### config.mk
export PLATFORM = sky130hd
export DESIGN_NAME = hms_serial_access
export DESIGN_NICKNAME = d
export VERILOG_FILES = /design/src/hdl/hms_pkg.sv /design/src/hdl/hms_serial_access.sv
export VERILOG_INCLUDE_DIRS = /design/src /design/src/hdl
export SDC_FILE = /design/constraint.sdc
export NUM_CORES = 1
export LEC_CHECK = 0
export BUFFER_PORTS_ARGS = -buffer_cell sky130_fd_sc_hd__buf_2
export CAP_MARGIN = 30
export CORE_UTILIZATION = 50
export CTS_CLUSTER_SIZE = 28
export DETAILED_ROUTE_END_ITERATION = 16
export PLACE_DENSITY_LB_ADDON = 0.12
export SLEW_MARGIN = 10
export SYNTH_ARGS = -nofsm -noshare
export SYNTH_HDL_FRONTEND = slang
export SYNTH_SLANG_ARGS = --single-unit
### constraint.sdc
create_clock -name mclk -period 3.4 [get_ports mclk]
set_clock_uncertainty 0.05 [all_clocks]
set_input_delay 0.51 -clock mclk [delete_from_list [all_inputs] [get_ports mclk]]
set_output_delay 0.51 -clock mclk [all_outputs]
set_load 0.02 [all_outputs]
### src/hdl/hms_consts.svh
// Purpose: Offsets, reset values and counts for the monitor serial access block.
// Assumes: Included by bare name from the design files.
// Notes: Register offsets are byte indices on the primary serial address.
`ifndef HMS_CONSTS_SVH
`define HMS_CONSTS_SVH
// ****************************************************************
// Register offsets
// ****************************************************************
`define HMS_VAL_BASE 8'h20
`define HMS_LIM_BASE 8'h2b
`define HMS_CFG_ADDR 8'h40
`define HMS_ISR1_ADDR 8'h41
`define HMS_ISR2_ADDR 8'h42
`define HMS_PADDR_ADDR 8'h48
`define HMS_SSEL_ADDR 8'h4a
`define HMS_PMODE_ADDR 8'h5e
// ****************************************************************
// Reset values and fields
// ****************************************************************
`define HMS_PADDR_RST 7'h2d
`define HMS_SSEL_RST 8'h01
`define HMS_SENS_HI 4'h9
`define HMS_CFG_START 0
`define HMS_TOS_RST 16'h5000
`define HMS_THYST_RST 16'h4b00
`define HMS_LIM_RST 8'hff
// ****************************************************************
// Channel counts and converter weighting
// ****************************************************************
`define HMS_NCH 11
`define HMS_NADC 8
`define HMS_NBITS 4'h8
`define HMS_CH_NEGPIN 4
`define HMS_CH_INT5V 5
`define HMS_CH_TEMP1 7
`define HMS_LSB_UV 16000
`define HMS_FSR_MV 4096
`endif

### src/hdl/hms_pkg.sv
// Purpose: Types for the monitor serial access block.
// Assumes: Nothing beyond the consts header.
// Notes: States and modes only; numbers live in the header.
package hms_pkg;
   // Serial engine states
   typedef enum logic [2:0] {
      S_IDLE = 3'b000, S_ADDR = 3'b001, S_ACK = 3'b010, S_WR = 3'b011,
      S_RD = 3'b100, S_RACK = 3'b101
   } hms_ser_t;
   // Sampling sequencer states
   typedef enum logic [1:0] {
      M_IDLE = 2'b00, M_CONV = 2'b01, M_WAIT = 2'b10, M_CMP = 2'b11
   } hms_mon_t;
   // Function of the shared analog pin
   typedef enum logic [1:0] {
      PM_NEG_LOW = 2'b00, PM_THERM2 = 2'b01, PM_DIODE2 = 2'b10
   } hms_pmode_t;
endpackage : hms_pkg

### src/hdl/hms_serial_access.sv
// Purpose: Serial register access and limit alarms of a hardware monitor.
// Assumes: scl and sda are synchronous to mclk and far slower than it.
// Notes: The converter sits outside; this block steers and stores it.
`include "hms_consts.svh"
module hms_serial_access import hms_pkg::*; #(
   parameter int NCH = `HMS_NCH,
   parameter int NADC = `HMS_NADC
) (
   // Clock and reset
   input wire logic mclk,
   input wire logic srst,
   // Serial bus pins
   input wire logic scl_i,
   input wire logic sda_i,
   output logic sda_o,
   output logic sda_oe,
   // Converter handshake
   output logic adc_start,
   output logic [3:0] adc_chan,
   output logic adc_int5v_sel,
   input wire logic adc_done,
   input wire logic [7:0] adc_data,
   // Fan counts and pin function
   input wire logic [(NCH-NADC)*8-1:0] fan_cnt,
   output logic [1:0] neg_low_voltage_input_mode,
   // Alarm
   output logic beep
);
   localparam int NST = NCH + 1;
   // ****************************************************************
   // Elaboration checks
   // ****************************************************************
   // Status lives in two 8-bit registers and channel codes are 4 bits
   // At least one fan channel is needed, or the fan port has no width
   if (NCH > 15 || NADC >= NCH || NADC <= `HMS_CH_TEMP1) begin : g_chk
      $error("hms_serial_access: unsupported channel counts");
   end
   // Full scale is 256 codes of one step each
   localparam int FSR_UV = 256 * `HMS_LSB_UV;
   if (FSR_UV != `HMS_FSR_MV * 1000) begin : g_lsb
      $error("hms_serial_access: converter step does not match full scale");
   end
   // ****************************************************************
   // Register storage
   // ****************************************************************
   logic [7:0] val_r [NCH];
   logic [7:0] lim_r [NCH];
   logic [7:0] cfg_r, ssel_r, idx_r, ptr_r, scfg_r;
   logic [6:0] paddr_r;
   logic [1:0] pmode_r;
   logic [15:0] tos_r, thyst_r;
   logic [15:0] isr_r;
   logic [NCH-1:0] over_r;
   logic beep_r;
   // ****************************************************************
   // Serial engine
   // ****************************************************************
   hms_ser_t st_r;
   logic scl_q, sda_q, rw_r, sens_r, first_r, lo_r, nack_r, sda_oe_r;
   logic [3:0] cnt_r;
   logic [7:0] sh_r, tx_r;
   wire scl_rise = scl_i & ~scl_q;
   wire scl_fall = ~scl_i & scl_q;
   wire start_c = scl_i & scl_q & sda_q & ~sda_i;
   wire stop_c = scl_i & scl_q & ~sda_q & sda_i;
   wire byte_end = scl_fall & (cnt_r == `HMS_NBITS);
   wire [6:0] saddr = {`HMS_SENS_HI, ssel_r[2:0]};
   wire hit_p = (sh_r[7:1] == paddr_r);
   wire hit_s = (sh_r[7:1] == saddr);
   wire addr_ok = (st_r == S_ADDR) & byte_end & (hit_p | hit_s);
   wire wr_byte = (st_r == S_WR) & byte_end;
   wire wr_reg = wr_byte & ~first_r & ~sens_r;
   wire wr_sens = wr_byte & ~first_r & sens_r;
   wire rd_load = scl_fall & (((st_r == S_ACK) & rw_r) | ((st_r == S_RACK) & ~nack_r));
   wire [7:0] vidx = idx_r - `HMS_VAL_BASE;
   wire [7:0] lidx = idx_r - `HMS_LIM_BASE;
   wire in_val = (idx_r >= `HMS_VAL_BASE) && (vidx < 8'(NCH));
   wire in_lim = (idx_r >= `HMS_LIM_BASE) && (lidx < 8'(NCH));
   logic [7:0] prd, srd;
   // Primary read decode
   always_comb begin
      prd = 8'h00;
      if (in_val) prd = val_r[vidx[3:0]];
      else if (in_lim) prd = lim_r[lidx[3:0]];
      else begin
         case (idx_r)
            `HMS_CFG_ADDR: prd = cfg_r;
            `HMS_ISR1_ADDR: prd = isr_r[7:0];
            `HMS_ISR2_ADDR: prd = isr_r[15:8];
            `HMS_PADDR_ADDR: prd = {1'b0, paddr_r};
            `HMS_SSEL_ADDR: prd = ssel_r;
            `HMS_PMODE_ADDR: prd = {6'h00, pmode_r};
            default: prd = 8'h00;
         endcase
      end
   end
   // Sensor read decode; two-byte registers give high byte first
   always_comb begin
      case (ptr_r[1:0])
         2'b00: srd = lo_r ? 8'h00 : val_r[`HMS_CH_TEMP1];
         2'b01: srd = scfg_r;
         2'b10: srd = lo_r ? thyst_r[7:0] : thyst_r[15:8];
         default: srd = lo_r ? tos_r[7:0] : tos_r[15:8];
      endcase
   end
   wire [7:0] rd_byte = sens_r ? srd : prd;
   // Status clear by read; only the primary address reaches it
   wire clr1 = rd_load & ~sens_r & (idx_r == `HMS_ISR1_ADDR);
   wire clr2 = rd_load & ~sens_r & (idx_r == `HMS_ISR2_ADDR);
   // Bus state; start and stop win over any bit activity
   always_ff @(posedge mclk) begin
      scl_q <= scl_i;
      sda_q <= sda_i;
      if (srst) begin
         st_r <= S_IDLE;
         cnt_r <= 4'h0;
         sh_r <= 8'h00;
         tx_r <= 8'h00;
         sda_oe_r <= 1'b0;
         rw_r <= 1'b0;
         sens_r <= 1'b0;
         first_r <= 1'b0;
         nack_r <= 1'b0;
         lo_r <= 1'b0;
      end else if (start_c) begin
         st_r <= S_ADDR;
         cnt_r <= 4'h0;
         sda_oe_r <= 1'b0;
      end else if (stop_c) begin
         st_r <= S_IDLE;
         sda_oe_r <= 1'b0;
      end else begin
         if (scl_rise && (st_r == S_ADDR || st_r == S_WR)) begin
            sh_r <= {sh_r[6:0], sda_i};
            cnt_r <= cnt_r + 4'h1;
         end
         if (scl_rise && st_r == S_RD) cnt_r <= cnt_r + 4'h1;
         if (scl_rise && st_r == S_RACK) nack_r <= sda_i;
         case (st_r)
            S_ADDR: if (byte_end) begin
               st_r <= addr_ok ? S_ACK : S_IDLE;
               sda_oe_r <= addr_ok;
               rw_r <= sh_r[0];
               sens_r <= hit_s & ~hit_p;
               first_r <= ~sh_r[0];
               lo_r <= 1'b0;
            end
            S_WR: if (byte_end) begin
               st_r <= S_ACK;
               sda_oe_r <= 1'b1;
               first_r <= 1'b0;
               if (!first_r && sens_r) lo_r <= ~lo_r;
               if (first_r) lo_r <= 1'b0;
            end
            S_ACK: if (scl_fall) begin
               cnt_r <= 4'h0;
               st_r <= rw_r ? S_RD : S_WR;
               tx_r <= rd_byte;
               sda_oe_r <= rw_r & ~rd_byte[7];
            end
            S_RD: if (scl_fall) begin
               if (cnt_r == `HMS_NBITS) begin
                  st_r <= S_RACK;
                  sda_oe_r <= 1'b0;
                  lo_r <= ~lo_r;
               end else begin
                  tx_r <= {tx_r[6:0], 1'b0};
                  sda_oe_r <= ~tx_r[6];
               end
            end
            S_RACK: if (scl_fall) begin
               cnt_r <= 4'h0;
               st_r <= nack_r ? S_IDLE : S_RD;
               tx_r <= rd_byte;
               sda_oe_r <= ~nack_r & ~rd_byte[7];
            end
            default: st_r <= S_IDLE;
         endcase
      end
   end
   // ****************************************************************
   // Sampling sequencer
   // ****************************************************************
   hms_mon_t mon_r;
   logic [3:0] ch_r;
   logic adc_start_r;
   wire run = cfg_r[`HMS_CFG_START];
   wire [3:0] fidx = ch_r - 4'(NADC);
   wire store = (mon_r == M_WAIT & adc_done) | (mon_r == M_CONV & ch_r >= 4'(NADC));
   wire [7:0] sample = (mon_r == M_WAIT) ? adc_data : fan_cnt[fidx*8 +: 8];
   wire is_over = val_r[ch_r] > lim_r[ch_r];
   wire t1_over = (ch_r == 4'(`HMS_CH_TEMP1)) & (val_r[ch_r] > tos_r[15:8]);
   logic [NST-1:0] set_v;
   // One status set term per channel, plus one for the sensor over-temperature limit
   for (genvar g = 0; g < NST; g++) begin : g_set
      if (g < NCH) begin : g_ch
         assign set_v[g] = (mon_r == M_CMP) & (ch_r == 4'(g)) & is_over;
      end else begin : g_t1
         assign set_v[g] = (mon_r == M_CMP) & t1_over;
      end
   end
   wire [15:0] set_w = 16'(set_v);
   wire [15:0] clr_w = {{8{clr2}}, {8{clr1}}};
   // Walk channels one at a time; fans are latched without the converter
   always_ff @(posedge mclk) begin
      if (srst) begin
         mon_r <= M_IDLE;
         ch_r <= 4'h0;
         adc_start_r <= 1'b0;
         over_r <= '0;
         isr_r <= 16'h0000;
         beep_r <= 1'b0;
      end else begin
         adc_start_r <= 1'b0;
         isr_r <= (isr_r & ~clr_w) | set_w;
         beep_r <= |over_r;
         case (mon_r)
            M_IDLE: if (run) mon_r <= M_CONV;
            M_CONV: begin
               adc_start_r <= (ch_r < 4'(NADC));
               mon_r <= (ch_r < 4'(NADC)) ? M_WAIT : M_CMP;
            end
            M_WAIT: if (adc_done) mon_r <= M_CMP;
            M_CMP: begin
               over_r[ch_r] <= is_over;
               ch_r <= (ch_r == 4'(NCH - 1)) ? 4'h0 : ch_r + 4'h1;
               mon_r <= run ? M_CONV : M_IDLE;
            end
            default: mon_r <= M_IDLE;
         endcase
      end
   end
   // ****************************************************************
   // Register writes
   // ****************************************************************
   wire [7:0] wv = sh_r;
   always_ff @(posedge mclk) begin
      if (srst) begin
         for (int i = 0; i < NCH; i++) begin
            val_r[i] <= 8'h00;
            lim_r[i] <= `HMS_LIM_RST;
         end
         cfg_r <= 8'h00;
         idx_r <= 8'h00;
         ptr_r <= 8'h00;
         scfg_r <= 8'h00;
         paddr_r <= `HMS_PADDR_RST;
         ssel_r <= `HMS_SSEL_RST;
         pmode_r <= PM_NEG_LOW;
         tos_r <= `HMS_TOS_RST;
         thyst_r <= `HMS_THYST_RST;
      end else begin
         if (store) val_r[ch_r] <= sample;
         if (wr_byte && first_r && !sens_r) idx_r <= wv;
         if (wr_byte && first_r && sens_r) ptr_r <= wv;
         if (wr_reg) begin
            if (in_lim) lim_r[lidx[3:0]] <= wv;
            case (idx_r)
               `HMS_CFG_ADDR: cfg_r <= wv;
               `HMS_PADDR_ADDR: paddr_r <= wv[6:0];
               `HMS_SSEL_ADDR: ssel_r <= wv;
               `HMS_PMODE_ADDR: pmode_r <= (wv[1:0] == 2'b11) ? PM_NEG_LOW : wv[1:0];
               default: ;
            endcase
         end
         // Two-byte sensor writes: high byte first, then low
         if (wr_sens) begin
            case (ptr_r[1:0])
               2'b01: scfg_r <= wv;
               2'b10: if (lo_r) thyst_r[7:0] <= wv; else thyst_r[15:8] <= wv;
               2'b11: if (lo_r) tos_r[7:0] <= wv; else tos_r[15:8] <= wv;
               default: ;
            endcase
         end
      end
   end
   // ****************************************************************
   // Outputs
   // ****************************************************************
   assign sda_o = 1'b0;
   assign sda_oe = sda_oe_r;
   assign adc_start = adc_start_r;
   // Shared pin channel follows the pin mode; 5 V channel uses the divider
   assign adc_chan = (ch_r == 4'(`HMS_CH_NEGPIN) && pmode_r != PM_NEG_LOW) ?
                     {2'b10, pmode_r} : ch_r;
   assign adc_int5v_sel = (ch_r == 4'(`HMS_CH_INT5V));
   assign neg_low_voltage_input_mode = pmode_r;
   assign beep = beep_r;
   // ****************************************************************
   // Assertions
   // ****************************************************************
   property p_store;
      @(posedge mclk) disable iff (srst)
      (mon_r == M_WAIT && adc_done) |=> (val_r[$past(ch_r)] == $past(adc_data));
   endproperty
   a_store: assert property (p_store) else $error("sample not stored");
   property p_status;
      @(posedge mclk) disable iff (srst)
      (mon_r == M_CMP && is_over && ch_r < 4'h8) |=> isr_r[$past(ch_r)];
   endproperty
   a_status: assert property (p_status) else $error("status not set");
   property p_beep;
      @(posedge mclk) disable iff (srst)
      (|over_r) |=> beep;
   endproperty
   a_beep: assert property (p_beep) else $error("beep missing");
   property p_paddr;
      @(posedge mclk) disable iff (srst)
      (st_r == S_ADDR && byte_end && sh_r[7:1] == paddr_r) |=> (sda_oe && st_r == S_ACK);
   endproperty
   a_paddr: assert property (p_paddr) else $error("primary address not acked");
   property p_saddr;
      @(posedge mclk) disable iff (srst)
      (st_r == S_ADDR && byte_end && sh_r[7:1] == saddr && !hit_p) |=> (sda_oe && sens_r);
   endproperty
   a_saddr: assert property (p_saddr) else $error("sensor address not acked");
   property p_index;
      @(posedge mclk) disable iff (srst)
      (wr_byte && first_r && !sens_r) |=> (idx_r == $past(sh_r));
   endproperty
   a_index: assert property (p_index) else $error("index not loaded");
   property p_twobyte;
      @(posedge mclk) disable iff (srst)
      (st_r == S_RD && scl_fall && cnt_r == `HMS_NBITS && !lo_r) |=> lo_r;
   endproperty
   a_twobyte: assert property (p_twobyte) else $error("byte order lost");
   property p_rdclr;
      @(posedge mclk) disable iff (srst)
      (clr1 && set_w[7:0] == 8'h00) |=> (isr_r[7:0] == 8'h00);
   endproperty
   a_rdclr: assert property (p_rdclr) else $error("status not cleared");
endmodule // hms_serial_access

# Yosys cells after proc, flatten, opt, wreduce, memory -nomap -nowiden
# Memory sizes are Yosys's and may differ from the RTL's. A register that Yosys moved wholly into a read port is not among the register bits.
# Index checks and enable logic that the tools add are counted.
classes:
  addsub: 5
  magnitude_cmp: 10
  eq_ne: 48
  shifts: 1
  muxes: 75
  bitwise_logic: 70
  reduce_logical: 48
ops:
  columns: ["op", "n"]
  rows:
  - ["2-to-1 mux 8 bit", 9]
  - ["bitwise AND 1 bit", 49]
  - ["equality test 8 x 7 -> 1 bit (second input constant)", 6]
  - ["2-to-1 mux 4 bit", 12]
  - ["one-hot mux 8 bit (6 select lines)", 1]
  - ["2-to-1 mux 1 bit", 29]
  - ["2-to-1 mux 3 bit", 8]
  - ["one-hot mux 8 bit (3 select lines)", 1]
  - ["AND reduction 6 bit", 4]
  - ["variable part select 24 x 8 -> 8 bit", 1]
  - ["2-to-1 mux 7 bit", 3]
  - ["inequality test 4 bit (second input constant)", 5]
  - ["AND reduction 3 bit", 6]
  - ["bitwise AND 16 bit", 1]
  - ["equality test 4 x 3 -> 1 bit (second input constant)", 4]
  - ["equality test 4 bit (second input constant)", 4]
  - [">= comparator 8 x 6 -> 1 bit (second input constant)", 2]
  - ["greater-than comparator 8 bit", 2]
  - ["< comparator 8 x 4 -> 1 bit (second input constant)", 2]
  - ["inequality test 2 bit (second input constant)", 8]
  - ["NOT 16 bit", 1]
  - ["OR 16 x 12 -> 16 bit", 1]
  - ["OR reduction 8 bit", 2]
  - ["subtractor 8 x 6 -> 8 bit (second input constant)", 2]
  - ["other kinds (43)", 94]
totals:
  ff_bits: 140
  ramBits: 176
  inputBits: 37
  wordCells: 289
  n_memories: 2
memory_table:
  columns: ["name", "depth", "word_bits", "rd", "rd_clocked_by_memory_dff", "wr", "line_no", "text"]
  rows:
  - ["lim_r", 11, 8, 2, 1, 11, "hms_serial_access.sv:47", "logic [7:0] lim_r [NCH];"]
  - ["val_r", 11, 8, 3, 1, 11, "hms_serial_access.sv:46", "logic [7:0] val_r [NCH];"]

# Depth between registers and ports, before layout
depth:
  word_depth: 11
  ltp_mapped: 14
  mapped_depth_nobuf: 10

# Least setup slack after synthesis
# OpenSTA, ideal clock, no wires.
synth_path:
  path_kind: "reg2reg"
  from: "reg with a tool-made name"
  to: "reg isr_r[5]"
  setup_time_ps: 70
  arrival_time_ps: 3432
  required_ps: 3280
  path_slack_ps: -152
  stages_incl_launch_ff: 13
  period_less_slack_ps: 3552
  cell_sequence: "dfxtp_1 buf_2 buf_1 mux4_2 mux4_2 ha_1 nand3_1 o22ai_1 o21ai_0 a32oi_1 clkbuf_1 nand4_1 a21oi_1"
synth_lines:
  columns: ["item", "line_no", "text"]
  rows:
  - ["to (signal assigned)", "hms_serial_access.sv:215", "isr_r <= (isr_r & ~clr_w) | set_w;"]
  - ["to (decl)", "hms_serial_access.sv:52", "logic [15:0] isr_r;"]

==> summary.md <==
| Metric | Value |
|---|---|
| Synth Cell Area | `20500 um2` |
| Synth cell count leaders | `240 x edfxtp_1, 204 x nor2_1, 178 x nand2_1` |
| Power Total | `10.9 mW` |
| Core Region | `40100 um2` |
| Power Density | `466 nW/um2` |
| Post-synth ARST share | `0%` |
| Final HPWL DP | `41.0 mm` |
| Clock transition at path regs | `70 ps` |
| Total number of yosys warnings | `0` |
| FMAX | `0.300 GHz` |
| R2r setup slk | `70 ps` |
| Seq/Total Area, Yosys | `50.8%` |
| Initial antenna violation count | `3` |
| Total wire length | `58.1 mm` |
| Area growth from synthesis to layout | `14.6%` |
| CTS Buf Count | `44` |
| Final setup violating endpoints | `0` |
| PnR worst setup slack | `69.8 ps` |
| H-Tree Depth | `2` |
| Fin crit share | `97.9%` |
| Input/output buffers | `46` |
| GRT Residual Overflow | `0` |
| Hold crit path type | `primary input to flop` |
| Post-Synthesis Cells | `1686` |
| Hold_sp | `scl_i` |
| Maximum VDD drop | `444 uV` |
| Clk Latency, worst-skew pair | `580 ps` |
| Layout cell share with drive strength beyond 1 | `23.3%` |
| GR Util All Layers | `28.5%` |
| Synth top area share | `35.1%` |
| Slew HR | `39.4%` |
| Setup CP Type | `flop to flop` |
| Vias | `14465` |
| Chip Height | `205 um` |
| Worst-path maximum fanout | `7` |
| RR Endpoint | `isr_r[11]$_SDFF_PP0_` |
| Routed vias/inst | `6.18` |
| Die area | `41800 um2` |
| Pre-CTS setup slack | `-116 ps` |
| Fin. max-slew vios | `0` |
| Residual DRC | `0` |
| CP Launch Type | `flop` |
| Hold depth | `1` |
| Placed inst area | `21600 um2` |
| Most common cell in the netlist | `edfxtp_1` |
| CTS root buffer | `clkbuf_16` |
| Leakage | `8.03 nW` |
| Yosys reg bits | `400` |
| Outcome | `complete, no violations` |
| WP data required | `3790 ps` |
| CTS tree | `yes` |
| Design Area, Final | `23500 um2` |
| RePlAce Congestion | `0.882` |
| R2R depth | `12` |
| Setup TNS | `0 ps` |
| WL/cell | `24.8 um` |
| Crit end category | `flop` |
| First-pass GRT wire length | `88.3 mm` |
| Pin count of the biggest net entering global routing | `67` |
| Largest area contributor in the netlist | `edfxtp_1` |
| Synth area leaders | `edfxtp_1 35%, mux4_2 16%, dfxtp_1 16%` |
| Final min period | `3330 ps` |
| Worst Hold Margin | `88.5 ps` |
| Die width | `205 um` |
| Synth unique cells | `76` |
| Starting Density | `51.1%` |
| Fillers | `3248` |
| CTS Buffer Depth | `3` |
| Clk sinks | `400` |
| Number of synthesized flops with an enable pin | `240` |
| Crit path DAT | `3720 ps` |
| Most common flop cell mapped by yosys | `edfxtp_1` |
| Final net count | `1847` |
| DRT Pass-1 Iters | `6` |
| First DRT Iteration DRCs | `1601` |
| Vias in the first global route | `14206` |
| WHS Endpoint | `scl_q$_DFF_P_` |
| Synth Area per Inst | `12.2 um2` |
| Std cell rows | `73` |
| Ports | `48` |
| Total of max-cap violations | `0` |
| Worst-margin pin slew | `905 ps` |
| Antenna Nets Post-Route | `0` |
| Final Hold Vio Count | `0` |
## through the flow
stage | utilization, % | std cells
floorplan | - | 1718
CTS | 58.1 | 2320
global placement | 53.9 | 2238
finish | 58.6 | 2341
global route | 58.6 | 2340
detailed placement | 54.0 | 2239
## per-layer routing
metal  vias to the layer above  track usage, %  part of all wire, %
li1                       6474               -                    -
met1                      7290            40.6                   44
met2                       593            43.0                   45
met3                       104            6.38                  7.9
met4                         4            10.0                  3.3
met5                         -               0                0.046
## worst max-delay path by stage
| stage | start | end | slack [ps] | depth (start not counted) |
|---|---|---|---|---|
| 3_3_place_gp | flop | isr_r[1]$_SDFF_PP0_ | -140 | 11 |
| 5_1_grt | flop | isr_r[1]$_SDFF_PP0_ | -10 | 15 |
| 4_1_cts | flop | isr_r[1]$_SDFF_PP0_ | 2 | 10 |
| 6_report | flop | isr_r[11]$_SDFF_PP0_ | 70 | 12 |
| 2_1_floorplan | flop | isr_r[5]$_SDFF_PP0_ | -10 | 12 |
| 3_5_place_dp | flop | isr_r[5]$_SDFF_PP0_ | -120 | 11 |
## report_power, final
part / switching (mW) / internal, mW
logic: 0.223 / 0.183
clock network: 2.07 / 3.15
registers: 0.0879 / 5.24
total: 2.38 / 8.57
## placed cells by master (no fill, tap or decap), types with 6 or more instances in the layout
cell type | Yosys | routed
a211o_1 | 6 | 6
a21oi_1 | 59 | 58
dfxtp_1 | 160 | 157
nand2b_1 | 17 | 17
buf_4 | 12 | 83
a22oi_1 | 16 | 16
a221oi_1 | 9 | 9
conb_1 | 1 | 33
o211ai_1 | 10 | 10
nand3_1 | 26 | 26
or2_1 | 7 | 7
nand4_1 | 11 | 11
edfxtp_1 | 240 | 240
mux2i_1 | 108 | 108
nor3_2 | 8 | 9
nor2b_1 | 15 | 15
xor2_1 | 7 | 7
bufinv_16 | 0 | 7
mux2_2 | 12 | 12
mux4_2 | 148 | 148
nor3_4 | 9 | 9
clkbuf_16 | 0 | 49
inv_1 | 54 | 54
nand2_1 | 178 | 178
o21ai_0 | 51 | 50
nor4_1 | 13 | 12
and2_1 | 8 | 8
nor3_1 | 14 | 13
and3_1 | 10 | 10
buf_2 | 20 | 45
or3_1 | 7 | 7
ha_1 | 29 | 28
xnor2_1 | 13 | 12
a211oi_1 | 24 | 24
buf_12 | 0 | 6
nor2_1 | 204 | 204
## timing repair
action                                  in CTS  in global routing
cloned                                       1                  3
resized for setup                            4                  8
pin swaps                                    1                  2
setup buffers                                0                 17
hold buffers                                 0                  0
endpoints found under the setup margin      22                 22
## flip-flops by register name (all words and copies together), names as in the netlist, 2 cells and up, named ones only
name / flops
lim_r: 128
val_r: 128
isr_r: 16
thyst_r: 16
tos_r: 16
over_r: 11
cfg_r: 8
idx_r: 8
scfg_r: 8
sh_r: 8
ssel_r: 8
paddr_r: 7
tx_r: 7
ch_r: 4
cnt_r: 4
st_r: 3
mon_r: 2
neg_low_voltage_input_mode: 2
ptr_r: 2
## kinds of logic after synthesis
kind of cell | Yosys count | share of synthesized area (%)
compound gates | 223 | 7.06
xor+xnor | 20 | 0.854
fa+ha+maj | 29 | 1.77
buf+inv | 181 | 3.77
flops | 400 | 50.8
mux | 268 | 22.2
other cells | 1 | 0.0183
simple gates | 564 | 13.6
## critical path, stage by stage, from the launching register on
cell       delay [ps]
dfxtp_4           450
clkbuf_16         190
buf_4             120
mux4_2            510
mux4_2            520
inv_1             150
ha_1              160
nor2b_1            40
o21a_1            160
o21ai_0           200
a21oi_1           110
o221ai_1          360
a21oi_1           150
## layout make-up
| cell class | count | area (um2) | share of cell area (%) |
|---|---|---|---|
| repair buffers | 143 | 1140 | 4.84 |
| inverters | 55 | 206 | 0.879 |
| multi-input cells | 1137 | 9490 | 40.4 |
| clock buffers | 54 | 1240 | 5.29 |
| flip-flops and latches | 400 | 10400 | 44.4 |
| clock inverters | 26 | 338 | 1.44 |
| well taps | 525 | 657 | 2.80 |
| diodes | 1 | 2.50 | 0.0106 |
(Power assumes the default switching activity.)
